===== src/rtl/rsc_pkg.sv =====
// Package with register map, field positions and timing for reset sources.
package rsc_pkg;
  // Register indices; byte address is four times the index.
  localparam logic [7:0] CAUSE_IDX    = 8'hef;  // Reset cause and enable.
  localparam logic [7:0] AUX_IDX      = 8'hf0;  // Watchdog enable and status.
  localparam logic [9:0] CAUSE_ADDR   = {CAUSE_IDX, 2'h0};
  localparam logic [9:0] AUX_ADDR     = {AUX_IDX, 2'h0};
  // Bit positions inside the reset cause and enable register.
  localparam int PIN_BIT   = 0;  // External pin reset flag.
  localparam int POR_BIT   = 1;  // Power-on / supply monitor flag and enable.
  localparam int MCD_BIT   = 2;  // Clock-loss detector flag and enable.
  localparam int WDT_BIT   = 3;  // Watchdog flag.
  localparam int SW_BIT    = 4;  // Software reset force and flag.
  localparam int CMP_BIT   = 5;  // Comparator flag and enable.
  localparam int FLASH_BIT = 6;  // Flash error flag.
  localparam int RTC_BIT   = 7;  // Real-time-clock flag and enable.
  // Bit positions inside the auxiliary register.
  localparam int AUX_WDT_BIT = 0;  // Watchdog enable, read/write.
  localparam int AUX_LP_BIT  = 1;  // Low-power mode active, read only.
  // Value of the flags after a power-on reset.
  localparam logic [7:0] POR_FLAGS = 8'h02;
  // Timing figures.
  localparam int CLK_PERIOD_PS     = 4000;       // 250 MHz system clock.
  localparam int MCD_TIMEOUT_PS    = 100000000;  // 100 us of a stuck clock.
  localparam int WDT_DIV           = 12;         // Watchdog clock divider.
  localparam logic [3:0] WDT_LAST  = 4'(WDT_DIV - 1);
  localparam int HOLD_CYCLES       = 16;         // Least reset pulse width.
  localparam logic [4:0] HOLD_LAST = 5'(HOLD_CYCLES - 1);
  // Sequencer states.
  typedef enum logic [0:0] {
    RSC_RUN  = 1'b0,  // Device running.
    RSC_HOLD = 1'b1   // Device held in reset.
  } rsc_state_e;
  // Flash access conditions that may raise a flash error.
  typedef struct packed {
    logic write_enable;    // Flash writes enabled by software.
    logic write_attempt;   // Write or erase attempted this cycle.
    logic write_above;     // Write or erase target above lock byte.
    logic table_above;     // Code table read above lock byte.
    logic branch_above;    // Branch target above lock byte.
    logic security_block;  // Access refused by security settings.
  } rsc_flash_s;
  // Real-time-clock event conditions.
  typedef struct packed {
    logic osc_mon_en;   // Oscillator monitor enabled.
    logic clk_slow;     // Oscillator below its fail threshold.
    logic alarm_en;     // Alarm enabled.
    logic alarm_match;  // Timer equals the alarm match registers.
  } rsc_rtc_s;
endpackage


===== src/rtl/rsc_top.sv =====
// Reset source control: cause capture, source gating and register slave.
//
// The Avalon-MM register port was chosen for this implementation.
`timescale 1ns/1ps
module rsc_top #(
  parameter int MCD_CYCLES = rsc_pkg::MCD_TIMEOUT_PS / rsc_pkg::CLK_PERIOD_PS
) (
  input  wire logic               clk,
  input  wire logic               rstn,
  input  wire logic [9:0]         avs_address,
  input  wire logic               avs_read,
  input  wire logic               avs_write,
  input  wire logic [31:0]        avs_writedata,
  input  wire logic [3:0]         avs_byteenable,
  output logic      [31:0]        avs_readdata,
  output logic                    avs_waitrequest,
  input  wire logic               pin_reset_n,
  input  wire logic               suspend_mode,
  input  wire logic               sleep_mode,
  input  wire logic               clock_monitor,
  input  wire logic               comparator_out,
  input  wire logic               comparator_wake_en,
  input  wire logic               watchdog_overflow,
  input  wire rsc_pkg::rsc_flash_s flash_access,
  input  wire rsc_pkg::rsc_rtc_s  rtc_event,
  input  wire logic               supply_monitor_on,
  input  wire logic               supply_level_status,
  output logic                    sys_reset_q,
  output logic [7:0]              reset_flags_q,
  output logic                    watchdog_en_q,
  output logic                    watchdog_tick_q
);

  // Sequencer state and the cause captured on entry to reset.
  rsc_pkg::rsc_state_e state_q;
  logic [7:0]  cause_q;        // One-hot cause of the pending reset.
  logic [4:0]  hold_q;         // Cycles left of the least reset width.
  // Source enables written by software.
  logic        mcd_en_q;       // Clock-loss detector enable.
  logic        cmp_en_q;       // Comparator reset enable.
  logic        rtc_en_q;       // Real-time-clock reset enable.
  logic        por_en_q;       // Supply monitor reset enable.
  logic        sw_force_q;     // Software reset request, one cycle.
  // Clock-loss detector state and watchdog divider.
  logic        mon_prev_q;     // Last sampled level of the clock.
  logic [31:0] mcd_cnt_q;      // Cycles since the last clock edge.
  logic [3:0]  div_q;          // Watchdog clock divider.
  // Bus handshake helpers.
  logic        ack_q;          // Answer cycle of an access.
  logic        wr_ok;          // Write takes effect this edge.
  logic        cause_sel;      // Address hits the cause register.
  logic        aux_sel;        // Address hits the auxiliary register.
  // Combinational source requests.
  logic        low_power;
  logic        mcd_trip;
  logic        cmp_trip;
  logic        wdt_trip;
  logic        flash_trip;
  logic        rtc_trip;
  logic        por_trip;
  logic [7:0]  cause_d;
  logic        level_busy;

  assign low_power = suspend_mode | sleep_mode;
  assign cause_sel = avs_address == rsc_pkg::CAUSE_ADDR;
  assign aux_sel   = avs_address == rsc_pkg::AUX_ADDR;
  assign wr_ok     = avs_write & ack_q & avs_byteenable[0];

  // Source requests; the stored enables are never altered by low power,
  // so they come back unchanged when the device wakes.
  always_comb begin
    mcd_trip   = mcd_en_q & ~low_power
                 & (mcd_cnt_q >= 32'(MCD_CYCLES));
    cmp_trip   = cmp_en_q & ~comparator_out
                 & (~low_power | comparator_wake_en);
    wdt_trip   = watchdog_en_q & ~low_power
                 & watchdog_overflow;
    flash_trip = (flash_access.write_attempt
                  & flash_access.write_enable
                  & flash_access.write_above)
                 | flash_access.table_above
                 | flash_access.branch_above
                 | flash_access.security_block
                 | (flash_access.write_attempt & ~supply_monitor_on);
    rtc_trip   = rtc_en_q
                 & ((rtc_event.osc_mon_en & rtc_event.clk_slow)
                    | (rtc_event.alarm_en & rtc_event.alarm_match));
    por_trip   = por_en_q & supply_monitor_on
                 & ~supply_level_status;
  end

  // Fixed priority picks one cause when several strike together.
  always_comb begin
    cause_d = 8'h00;
    if (!pin_reset_n) begin
      cause_d[rsc_pkg::PIN_BIT] = 1'b1;
    end else if (por_trip) begin
      cause_d[rsc_pkg::POR_BIT] = 1'b1;
    end else if (mcd_trip) begin
      cause_d[rsc_pkg::MCD_BIT] = 1'b1;
    end else if (wdt_trip) begin
      cause_d[rsc_pkg::WDT_BIT] = 1'b1;
    end else if (flash_trip) begin
      cause_d[rsc_pkg::FLASH_BIT] = 1'b1;
    end else if (rtc_trip) begin
      cause_d[rsc_pkg::RTC_BIT] = 1'b1;
    end else if (cmp_trip) begin
      cause_d[rsc_pkg::CMP_BIT] = 1'b1;
    end else if (sw_force_q) begin
      cause_d[rsc_pkg::SW_BIT] = 1'b1;
    end
  end

  // Only the pin keeps the device in reset while it stays low; the comparator and supply terms drop once reset clears their enables.
  assign level_busy = ~pin_reset_n | cmp_trip | por_trip;

  // Reset sequencer. Only the reset request output is driven; there is
  // no path back to the pin, so internal causes leave it untouched.
  always_ff @(posedge clk) begin
    if (!rstn) begin
      state_q     <= rsc_pkg::RSC_RUN;
      sys_reset_q <= 1'b0;
      cause_q     <= 8'h00;
      hold_q      <= 5'h00;
    end else begin
      case (state_q)
        rsc_pkg::RSC_RUN: begin
          if (|cause_d) begin
            state_q     <= rsc_pkg::RSC_HOLD;
            sys_reset_q <= 1'b1;
            cause_q     <= cause_d;
            hold_q      <= rsc_pkg::HOLD_LAST;
          end
        end
        rsc_pkg::RSC_HOLD: begin
          if (hold_q != 5'h00) begin
            hold_q <= hold_q - 5'h01;
          end else if (!level_busy) begin
            state_q     <= rsc_pkg::RSC_RUN;
            sys_reset_q <= 1'b0;
          end
        end
        default: begin
          state_q     <= rsc_pkg::RSC_RUN;
          sys_reset_q <= 1'b0;
        end
      endcase
    end
  end

  // Cause flags load on exit from reset, so each flag reads 1 only after
  // its own cause and 0 after any other. Power-on shows the supply flag.
  always_ff @(posedge clk) begin
    if (!rstn) begin
      reset_flags_q <= rsc_pkg::POR_FLAGS;
    end else if (state_q == rsc_pkg::RSC_HOLD && hold_q == 5'h00
                 && !level_busy) begin
      reset_flags_q <= cause_q;
    end
  end

  // Software enables. A system reset returns them to off; software
  // must set them again, which also keeps settle time under its control.
  always_ff @(posedge clk) begin
    if (!rstn || sys_reset_q) begin
      mcd_en_q   <= 1'b0;
      cmp_en_q   <= 1'b0;
      rtc_en_q   <= 1'b0;
      por_en_q   <= 1'b0;
      sw_force_q <= 1'b0;
    end else begin
      sw_force_q <= wr_ok & cause_sel
                    & avs_writedata[rsc_pkg::SW_BIT];
      if (wr_ok && cause_sel) begin
        mcd_en_q <= avs_writedata[rsc_pkg::MCD_BIT];
        cmp_en_q <= avs_writedata[rsc_pkg::CMP_BIT];
        rtc_en_q <= avs_writedata[rsc_pkg::RTC_BIT];
        por_en_q <= avs_writedata[rsc_pkg::POR_BIT];
      end
    end
  end

  // Watchdog enable is forced on by every reset; software may clear it.
  always_ff @(posedge clk) begin
    if (!rstn || sys_reset_q) begin
      watchdog_en_q <= 1'b1;
    end else if (wr_ok && aux_sel) begin
      watchdog_en_q <= avs_writedata[rsc_pkg::AUX_WDT_BIT];
    end
  end

  // Watchdog time base: one tick every twelve system clocks.
  always_ff @(posedge clk) begin
    if (!rstn || sys_reset_q) begin
      div_q           <= 4'h0;
      watchdog_tick_q <= 1'b0;
    end else begin
      div_q           <= (div_q == rsc_pkg::WDT_LAST) ? 4'h0 : div_q + 4'h1;
      watchdog_tick_q <= watchdog_en_q
                         & (div_q == rsc_pkg::WDT_LAST);
    end
  end

  // Clock-loss one-shot: any change of the monitored clock restarts the
  // count. It saturates so a long stall cannot wrap and hide itself.
  always_ff @(posedge clk) begin
    if (!rstn) begin
      mon_prev_q <= 1'b0;
      mcd_cnt_q  <= 32'h0;
    end else begin
      mon_prev_q <= clock_monitor;
      if (clock_monitor != mon_prev_q || !mcd_en_q || low_power) begin
        mcd_cnt_q <= 32'h0;
      end else if (mcd_cnt_q < 32'(MCD_CYCLES)) begin
        mcd_cnt_q <= mcd_cnt_q + 32'h1;
      end
    end
  end

  // Avalon slave: every access is answered one cycle after it is seen.
  // Unmapped reads return zero and unmapped writes are dropped.
  always_ff @(posedge clk) begin
    if (!rstn) begin
      ack_q           <= 1'b0;
      avs_waitrequest <= 1'b1;
      avs_readdata    <= 32'h0;
    end else begin
      ack_q           <= (avs_read | avs_write) & ~ack_q;
      avs_waitrequest <= ~((avs_read | avs_write) & ~ack_q);
      if (avs_read && !ack_q) begin
        if (cause_sel) begin
          // When the supply flag is set the other bits carry no meaning.
          avs_readdata <= {24'h0, reset_flags_q};
        end else if (aux_sel) begin
          avs_readdata <= {30'h0, low_power, watchdog_en_q};
        end else begin
          avs_readdata <= 32'h0;
        end
      end
    end
  end
endmodule


===== config.mk =====
export PLATFORM = sky130hd
export DESIGN_NAME = rsc_top
export DESIGN_NICKNAME = d
export VERILOG_FILES = /design/src/rtl/rsc_pkg.sv /design/src/rtl/rsc_top.sv
export SDC_FILE = /design/constraint.sdc
export NUM_CORES = 1
export LEC_CHECK = 0
export ABC_AREA = 1
export BUFFER_PORTS_ARGS = -buffer_cell sky130_fd_sc_hd__buf_2
export CAP_MARGIN = 0
export CORE_MARGIN = 10
export CORE_UTILIZATION = 51
export DETAILED_ROUTE_END_ITERATION = 10
export PLACE_DENSITY = 0.86
export REMOVE_ABC_BUFFERS = 1
export SYNTH_ARGS = -nofsm -noshare
export SYNTH_HDL_FRONTEND = slang
export SYNTH_SLANG_ARGS = --single-unit

===== constraint.sdc =====
create_clock -name clk -period 2.14 [get_ports clk]
set_input_delay 0.107 -clock clk [delete_from_list [all_inputs] [get_ports clk]]
set_output_delay 0.107 -clock clk [all_outputs]
set_load 0.005 [all_outputs]

---- After elaboration in Yosys (flattened, before gate mapping) ----
Index checks and enable logic that the tools add are counted.
operators by class
  add/sub/neg operators ................... 3
  $lt $le $gt $ge ......................... 2
  equal/unequal tests ..................... 8
  muxes and demuxes ....................... 29
  bitwise gates (word level) .............. 39
  reductions and logical operators ........ 20
operator list
  cell                                                                            count
  32-bit by 1-bit adder with 32-bit output, second input constant                 1
  32-bit by 15-bit >= comparator with 1-bit output, second input constant         1
  32-bit by 15-bit less-than comparator with 1-bit output, second input constant  1
  1-bit AND                                                                       20
  10-bit == test, second input constant                                           2
  1-bit two-way mux                                                               16
  5-bit two-way mux                                                               3
  1-bit bitwise OR                                                                10
  5-bit case mux with 2 select lines                                              1
  1-bit NOT                                                                       9
  8-bit two-way mux                                                               1
  8-bit OR reduction                                                              1
  7-bit two-way mux                                                               1
  2-bit two-way mux                                                               3
  6-bit two-way mux                                                               1
  2-bit != test, second input constant                                            3
  1-bit logical AND                                                               5
  5-bit logical NOT                                                               1
  5-bit nonzero test                                                              1
  5-bit by 1-bit subtractor with 5-bit output, second input constant              1
  4-bit by 1-bit adder with 4-bit output, second input constant                   1
  4-bit == test, second input constant                                            1
  1-bit logical NOT                                                               4
  4-bit two-way mux                                                               1
  7 further kinds                                                                 12
storage, ports and cells
  register bits ........................... 101
  bits of input ports ..................... 69
  output and inout bits ................... 44
  word-level logic and storage cells ...... 119

---- Longest topological paths before layout ----
Gate-level depths: netlist (run 1).
  depth in word-level cells ............... 14
  mapped depth ............................ 14
  mapped depth without buffers ............ 13

---- Worst setup path after synthesis (run 1) ----
OpenSTA, ideal clock, no wires.
  path kind ............................... register to register
  from .................................... reg mcd_cnt_q[7]
  to ...................................... reg hold_q[0]
  setup time .............................. 109 ps
  arrival time ............................ 1457 ps
  data required time ...................... 2031 ps
  path slack .............................. 574 ps
  cell stages (with the launch flop) ...... 15
  buffers on the path ..................... 1
  period minus slack after synthesis ...... 1566 ps
  cell sequence ........................... dfxtp_1 -> nand2_1 -> inv_1 -> nand3_1 -> nand2_1 -> nand3_1 -> nand2_2 -> nand2_4 -> nand2_1 -> nand3_2 -> nand2_2 -> buf_6 -> nand3_1 -> nand2_1 -> inv_1
between the ends
  word-level cells in the longest chain between the ends .. 8
  elaborated cells between the ends (all ways) .. 9
  classes of those cells .................. order compare (1); eq/ne (1); mux (4); bitwise (1); reduce/logical (2)
RTL lines
  what                                                    RTL line        RTL
  from (decl)                                             rsc_top.sv:46   logic [31:0] mcd_cnt_q;
  from (signal assigned)                                  rsc_top.sv:215  mcd_cnt_q <= mcd_cnt_q + 32'h1;
  32-bit by 15-bit >= comparator with 1-bit output *      rsc_top.sv:73   & (mcd_cnt_q >= 32'(MCD_CYCLES));
  1-bit AND *                                             rsc_top.sv:73
  1-bit two-way mux or 5-bit two-way mux (tied branches)  rsc_top.sv:99   end else if (mcd_trip) begin
  6-bit two-way mux *                                     rsc_top.sv:97   end else if (por_trip) begin
  7-bit two-way mux *                                     rsc_top.sv:95   if (!pin_reset_n) begin
  8-bit OR reduction *                                    rsc_top.sv:128  if (|cause_d) begin
  2-bit != test (no source line) *                        --
  2-bit AND reduction (no source line) *                  --
  to (signal assigned)                                    rsc_top.sv:132  hold_q <= rsc_pkg::HOLD_LAST;
  to (signal assigned)                                    rsc_top.sv:137  hold_q <= hold_q - 5'h01;
  to (decl)                                               rsc_top.sv:37   logic [4:0] hold_q;
Mark *: on every way between the ends. The rest lies on a longest branch, timed or not.
A chain may end at the register's enable or synchronous reset.

---- Final worst setup path (run 1) ----
  from .................................... reg mcd_cnt_q[3]
  to ...................................... reg hold_q[1]
The elaborated chain is that of the path after synthesis.

==> results of run 1 <==
==> worst register-to-register path: stages, from the launching register on <==
cell     delay [ns]
dfxtp_1        0.39
inv_1          0.09
nor2_1         0.11
nand3_1        0.13
nand2_1        0.10
nand3_1        0.08
nand2_2        0.19
nand2_4        0.11
nand2_1        0.11
nand3_2        0.09
nand2_2        0.20
nand3_1        0.10
nand2_1        0.08
inv_1          0.05
==> cells by family (layout without fill, tap and decap cells) <==
family | count (synthesis) | count (layout) | share of synthesized area (%)
buf+inv | 116 | 167 | 15.0
flops | 77 | 77 | 42.6
other cells | 1 | 24 | 0.104
simple gates | 234 | 234 | 27.5
fa+ha+maj | 5 | 5 | 1.73
compound gates | 76 | 76 | 11.7
xor+xnor | 6 | 6 | 1.45
==> cells in the mapped netlist (2+ instances only) <==
master,count,area (um^2)
o21a_1,2,15.0
nand2_2,2,12.5
nor4_1,4,25.0
dfxtp_1,77,1540
o211ai_1,5,37.5
xnor2_1,2,17.5
nand4_1,6,37.5
ha_1,5,62.6
nand2_1,87,327
nor2_1,90,338
nand3_1,27,135
buf_6,2,22.5
xor2_1,4,35.0
a31oi_1,2,12.5
nor3_1,10,50.1
o21ai_0,26,130
inv_1,78,293
clkbuf_1,4,15.0
a211oi_1,4,30.0
buf_4,24,180
a21oi_1,33,165
inv_2,4,15.0
nor2_2,3,18.8
==> per-layer routing <==
layer | wire (um) | track usage (%) | up-vias
li1 | - | - | 1714
met1 | 3530 | 17.0 | 1517
met2 | 4220 | 27.6 | 102
met3 | 658 | 5.58 | 11
met4 | 115 | 5.17 | 0
met5 | 0 | 0 | -
==> cell type report <==
| type | instances | share of cell area, % |
|---|---|---|
| inverters | 83 | 7.44 |
| well taps | 96 | 2.87 |
| clock inverters | 6 | 2.09 |
| flip-flops and latches | 77 | 36.8 |
| multi-input cells | 345 | 38.8 |
| clock buffers | 10 | 3.05 |
| repair buffers | 68 | 8.97 |
==> path summary, 6_finish.rpt <==
check	to	slack (ns)	cells after the start
max	hold_q[1]$_SDFFE_PN0P_	0.21	13
min	por_en_q$_SDFFE_PP0P_	0.03	3
max reg2reg	hold_q[1]$_SDFFE_PN0P_	0.21	13
min reg2reg	mcd_cnt_q[20]$_SDFFE_PP0N_	0.43	2
==> state kept, by name (all words and copies together) (netlist names), 4 cells and up <==
register and count:
mcd_cnt_q 32, hold_q 5, cause_q 8, avs_readdata 8, reset_flags_q 8, div_q 4
==> what timing repair did <==
action                                 4_1_cts  5_1_grt
endpoints found under the hold margin        5        0
hold buffers                                 5        0
gates resized for setup                      0        0
==> report_power, final <==
| part | internal, mW | switching, mW | leakage (nW) |
|---|---|---|---|
| registers | 1.49 | 0.0310 | 0.627 |
| logic | 0.122 | 0.184 | 1.23 |
| clock network | 0.657 | 0.544 | 0.110 |
| total | 2.27 | 0.759 | 1.96 |
==> impl_metrics.json, run 1 <==
{
  "post_cts_buffers": 0,
  "worstPathRequired_ns": 2.40,
  "gp_congestion": 0.941,
  "slowest_delay_ns": 0.39,
  "setup_ws_ns": 0.208,
  "dieArea_um2": 10900,
  "whs_ns": 0.0300,
  "ys_seq_elements": 77,
  "clockBufferDepth": 2,
  "utilization_pct": 61.3,
  "num_rows": 30,
  "area_growth_pct": 15.6,
  "yosysSeqAreaShare_pct": 42.6,
  "fillers": 621,
  "final.setup_skew_ns": 0.0144,
  "cts.htree.levels": 3,
  "final_common_cell": "nor2_1",
  "crit_type": "reg2reg",
  "max-vdd-ir-drop_v": 0.000360,
  "worstPathCellList": "inv_1 > nor2_1 > nand3_1 > nand2_1 > nand3_1 > nand2_2 > nand2_4 > nand2_1 > nand3_2 > nand2_2 > nand3_1 > nand2_1 > inv_1",
  "arrival_ns": 2.19,
  "synth_edf_count": 0,
  "ant_nets": 0,
  "drt-initial-drc-count": 162,
  "grtUsageTotal_pct": 15.7,
  "grt_pass1_vias": 3303,
  "fin_crit_ns": 1.93,
  "ys.flop_type": "dfxtp_1",
  "path_max_fanout": 11,
  "initial_utilization_pct": 53.0,
  "cts_buffers": 9,
  "fin_area_um2": 4190,
  "cts_root_buf": "clkbuf_8",
  "crit_buf_inv": 2,
  "drive_gt1_share_pct": 15.4,
  "netlist_area_um2": 3620,
  "ys_types": 37,
  "end_kind": "flip-flop",
  "wl_per_cell_um": 12.5,
  "fin_total_pwr_mw": 3.03,
  "yosysWarnings": 0,
  "numClockSinks": 77,
  "clk_pin_slew_ns": 0.08,
  "startpoint_type": "flip-flop",
  "grt_antenna_before_repair": 0,
  "grt_max_degree": 27,
  "async_reset_ff_share_pct": 0,
  "finish.net_count": 658,
  "wirelength_mm": 8.53,
  "vias": 3344,
  "finalCritPeriodShare_pct": 90.3,
  "pre_cts_ws_ns": 0.284,
  "critPathTopFamily": "simple AND/OR/NAND/NOR gates",
  "grt_first_pass_wirelength_mm": 14.5,
  "p_per_area_nw_per_um2": 723,
  "die_h_um": 104,
  "tns_ns": 0,
  "overflow": 0,
  "instances_no_fill": 685,
  "dr.pass1.iters": 4,
  "die_x_um": 104,
  "outcome": "completed",
  "hold_viol": 0,
  "dpl_cell_area_um2": 3920,
  "rsz0062_at_grt": "no",
  "hp-class": "in2reg",
  "dp.cells": 664,
  "worstReg2RegStart": "mcd_cnt_q[3]$_SDFFE_PP0N_",
  "p_leak_nw": 1.96,
  "io_buffers": 59,
  "hp-start": "avs_writedata[1]",
  "cts_tree": "yes",
  "crit_start": "mcd_cnt_q[3]$_SDFFE_PP0N_",
  "maxCapViolCount": 0,
  "regArea_um2": 1540,
  "cp_slowest_cell": "dfxtp_1",
  "drc": 0,
  "clock_latency_ns": 0.36,
  "setup_violations": 0,
  "ios": 113,
  "max_clock_freq_mhz": 518,
  "multi_input_area_um2": 1620,
  "final_cell_mix": "nor2_1 (90), nand2_1 (87), inv_1 (78)",
  "dpl.hpwl_mm": 6.52,
  "viasPerCell": 4.88,
  "slew_viol_final": 0,
  "synth_area_per_cell_um2": 7.03,
  "n_antenna_cell": 0,
  "core-area_um2": 6830,
  "synth_cells": 515
}
No activity file was read; power rests on OpenSTA's default activity.
==> inputs of run 2 (changes only) <==
--- a/config.mk
+++ b/config.mk
@@ -8,10 +8,12 @@
 export ABC_AREA = 1
 export BUFFER_PORTS_ARGS = -buffer_cell sky130_fd_sc_hd__buf_2
 export CAP_MARGIN = 0
+export CELL_PAD_IN_SITES_DETAIL_PLACEMENT = 1
+export CELL_PAD_IN_SITES_GLOBAL_PLACEMENT = 1
 export CORE_MARGIN = 10
-export CORE_UTILIZATION = 51
+export CORE_UTILIZATION = 35
 export DETAILED_ROUTE_END_ITERATION = 10
-export PLACE_DENSITY = 0.86
+export PLACE_DENSITY = 0.85
 export REMOVE_ABC_BUFFERS = 1
 export SYNTH_ARGS = -nofsm -noshare
 export SYNTH_HDL_FRONTEND = slang
==> run 2 against run 1 <==
  * Via count grew 1.7%
  * Non-clock buffer count grew 2
  * Clock skew shrank 0.0050 ns
  * Critical path depth is the same
  * Largest power group unchanged
  * Highest routed layer unchanged
  * Wire length grew 19%
  * Utilization shrank 20 points
==> impl_metrics.json, run 2 (synthesis gave the netlist of run 1 again) <==
{
  "worst_slew_pin_slew_ns": 0.519,
  "critPathTopFamily": "simple AND/OR/NAND/NOR gates",
  "finalCritPeriodShare_pct": 91.5,
  "crit_top_cell": "nand3_1",
  "gp_congestion": 0.842,
  "cts.htree.levels": 3,
  "numClockSinks": 77,
  "hp-start": "avs_writedata[1]",
  "instances_no_fill": 727,
  "top_register": "mcd_cnt_q",
  "final_common_cell": "nor2_1",
  "dpl.hpwl_mm": 7.91,
  "final_cell_mix": "nor2_1 (89), nand2_1 (87), inv_1 (78)",
  "post_cts_buffers": 0,
  "final.setup_skew_ns": 0.00937,
  "worstPathCellList": "inv_1 > nor2_1 > nand3_1 > nand2_1 > nand3_1 > nand2_4 > nand2_4 > o21ai_2 > nand3_2 > buf_4 > nand3_1 > nand2_1 > nor2_1",
  "ios": 113,
  "n_antenna_cell": 0,
  "rr_endpoint": "cause_q[6]$_SDFFE_PN0P_",
  "ant_nets": 0,
  "combPwrFrac_pct": 10.8,
  "crit_type": "reg2reg",
  "slew_headroom_pct": 65.4,
  "p_int_mw": 2.15,
  "worstPathRequired_ns": 2.43,
  "hold_end": "por_en_q$_SDFFE_PP0P_",
  "max_clock_freq_mhz": 511,
  "vias": 3402,
  "worstReg2RegStart": "mcd_cnt_q[3]$_SDFFE_PP0N_",
  "grt_antenna_before_repair": 0,
  "drive_gt1_share_pct": 15.9,
  "max-vdd-ir-drop_v": 0.000265,
  "cts_buffers": 9,
  "grt_max_degree": 27,
  "finish.net_count": 660,
  "die_h_um": 122,
  "switching_share_pct": 26.9,
  "io_buffers": 59,
  "p_per_area_nw_per_um2": 693,
  "viasPerCell": 4.68,
  "tns_ns": 0,
  "grtUsageTotal_pct": 14.2,
  "startpoint_type": "flip-flop",
  "setup_violations": 0,
  "clock_latency_ns": 0.35,
  "reg2reg_slack_ns": 0.18,
  "p_leak_nw": 1.96,
  "cts_root_buf": "clkbuf_8",
  "dpl_cell_area_um2": 3990,
  "area_growth_pct": 17.1,
  "dieArea_um2": 14800,
  "path_max_fanout": 11,
  "wl_per_cell_um": 14.0,
  "rr_worst_depth": 13,
  "hold_viol": 0,
  "maxCapViolCount": 0,
  "utilization_pct": 41.6,
  "largest_reg_flops": 32,
  "fin_area_um2": 4240,
  "p_seq_share_pct": 51.7,
  "pwr-share-clk_pct": 37.4,
  "drt-initial-drc-count": 106,
  "end_kind": "flip-flop",
  "clockBufferDepth": 2,
  "die_x_um": 122,
  "drc": 0,
  "cp_slowest_cell": "dfxtp_1",
  "clk_pin_slew_ns": 0.09,
  "slew_viol_final": 0,
  "cts_tree": "yes",
  "overflow": 0,
  "grt_first_pass_wirelength_mm": 17.3,
  "cp.depth": 13,
  "slowest_delay_ns": 0.38,
  "switchingPower_uw": 791,
  "dp.cells": 706,
  "arrival_ns": 2.25,
  "initial_utilization_pct": 35.6,
  "core-area_um2": 10200,
  "grt_pass1_vias": 3678,
  "hp-class": "in2reg",
  "num_rows": 37,
  "fin_crit_ns": 1.96,
  "outcome": "completed",
  "whs_path_depth": 3,
  "crit_buf_inv": 2,
  "wirelength_mm": 10.2,
  "dr.pass1.iters": 4
}
[run 2: worst reg2reg max path: cells and delay by family, from the launching register on]
| kind | cells | cell delay, ns |
|---|---|---|
| and+or+nand+nor | 10 | 1.14 |
| DFF | 1 | 0.38 |
| buffers and inverters | 2 | 0.29 |
| AOI/OAI and AO/OA | 1 | 0.08 |
[run 2: layer usage]
metal / vias to the layer above / share of wire (%) / routed length, um / global-route usage [%]
met5: - / 0 / 0 / 0
li1: 1716 / - / - / -
met4: 0 / 2.1 / 213 / 5.96
met2: 64 / 52 / 5290 / 26.2
met3: 20 / 3.8 / 390 / 2.68
met1: 1602 / 42 / 4260 / 15.6
[run 2: through the flow]
stage	setup slack (ns)	hold WS, ns	power [mW]
2_1_floorplan	0.476	0.200	1.73
6_report	0.182	0.0438	2.94
5_1_grt	-0.0204	0.0421	3.09
4_1_cts	0.173	0.0207	2.96
3_3_place_gp	0.332	0.314	1.84
3_5_place_dp	0.206	0.326	1.86
[run 2: final cells by class]
cell class,instances,area [um^2]
clock inverters,6,63.8
multi-input cells,345,1640
well taps,136,170
repair buffers,70,390
flip-flops and latches,77,1540
inverters,83,312
clock buffers,10,128
fillers,1345,5940
[run 2: worst max-delay path by stage]
stage                              endpoint                      start  slack [ns]
global placement     hold_q[0]$_SDFFE_PN0P_  mcd_cnt_q[3]$_SDFFE_PP0N_        0.33
global route        cause_q[0]$_SDFFE_PN0P_  mcd_cnt_q[3]$_SDFFE_PP0N_       -0.02
detailed placement   hold_q[1]$_SDFFE_PN0P_  mcd_cnt_q[3]$_SDFFE_PP0N_        0.21
CTS                  hold_q[1]$_SDFFE_PN0P_  mcd_cnt_q[3]$_SDFFE_PP0N_        0.17
finish              cause_q[6]$_SDFFE_PN0P_  mcd_cnt_q[3]$_SDFFE_PP0N_        0.18
floorplan            hold_q[0]$_SDFFE_PN0P_  mcd_cnt_q[7]$_SDFFE_PP0N_        0.48
[run 2: repair_timing]
item	in CTS	in global routing
endpoints found under the setup margin	0	5
hold buffers	5	0
hold endpoints to repair	5	0
gates resized for setup	0	3
[run 2: power groups by stage]
stage / clock [mW] / sequential [mW] / combinational [mW]
floorplan: 0 / 1.55 / 0.180
global placement: 0 / 1.55 / 0.289
detailed placement: 0 / 1.55 / 0.307
CTS: 1.12 / 1.52 / 0.319
global route: 1.19 / 1.53 / 0.373
finish: 1.10 / 1.52 / 0.319
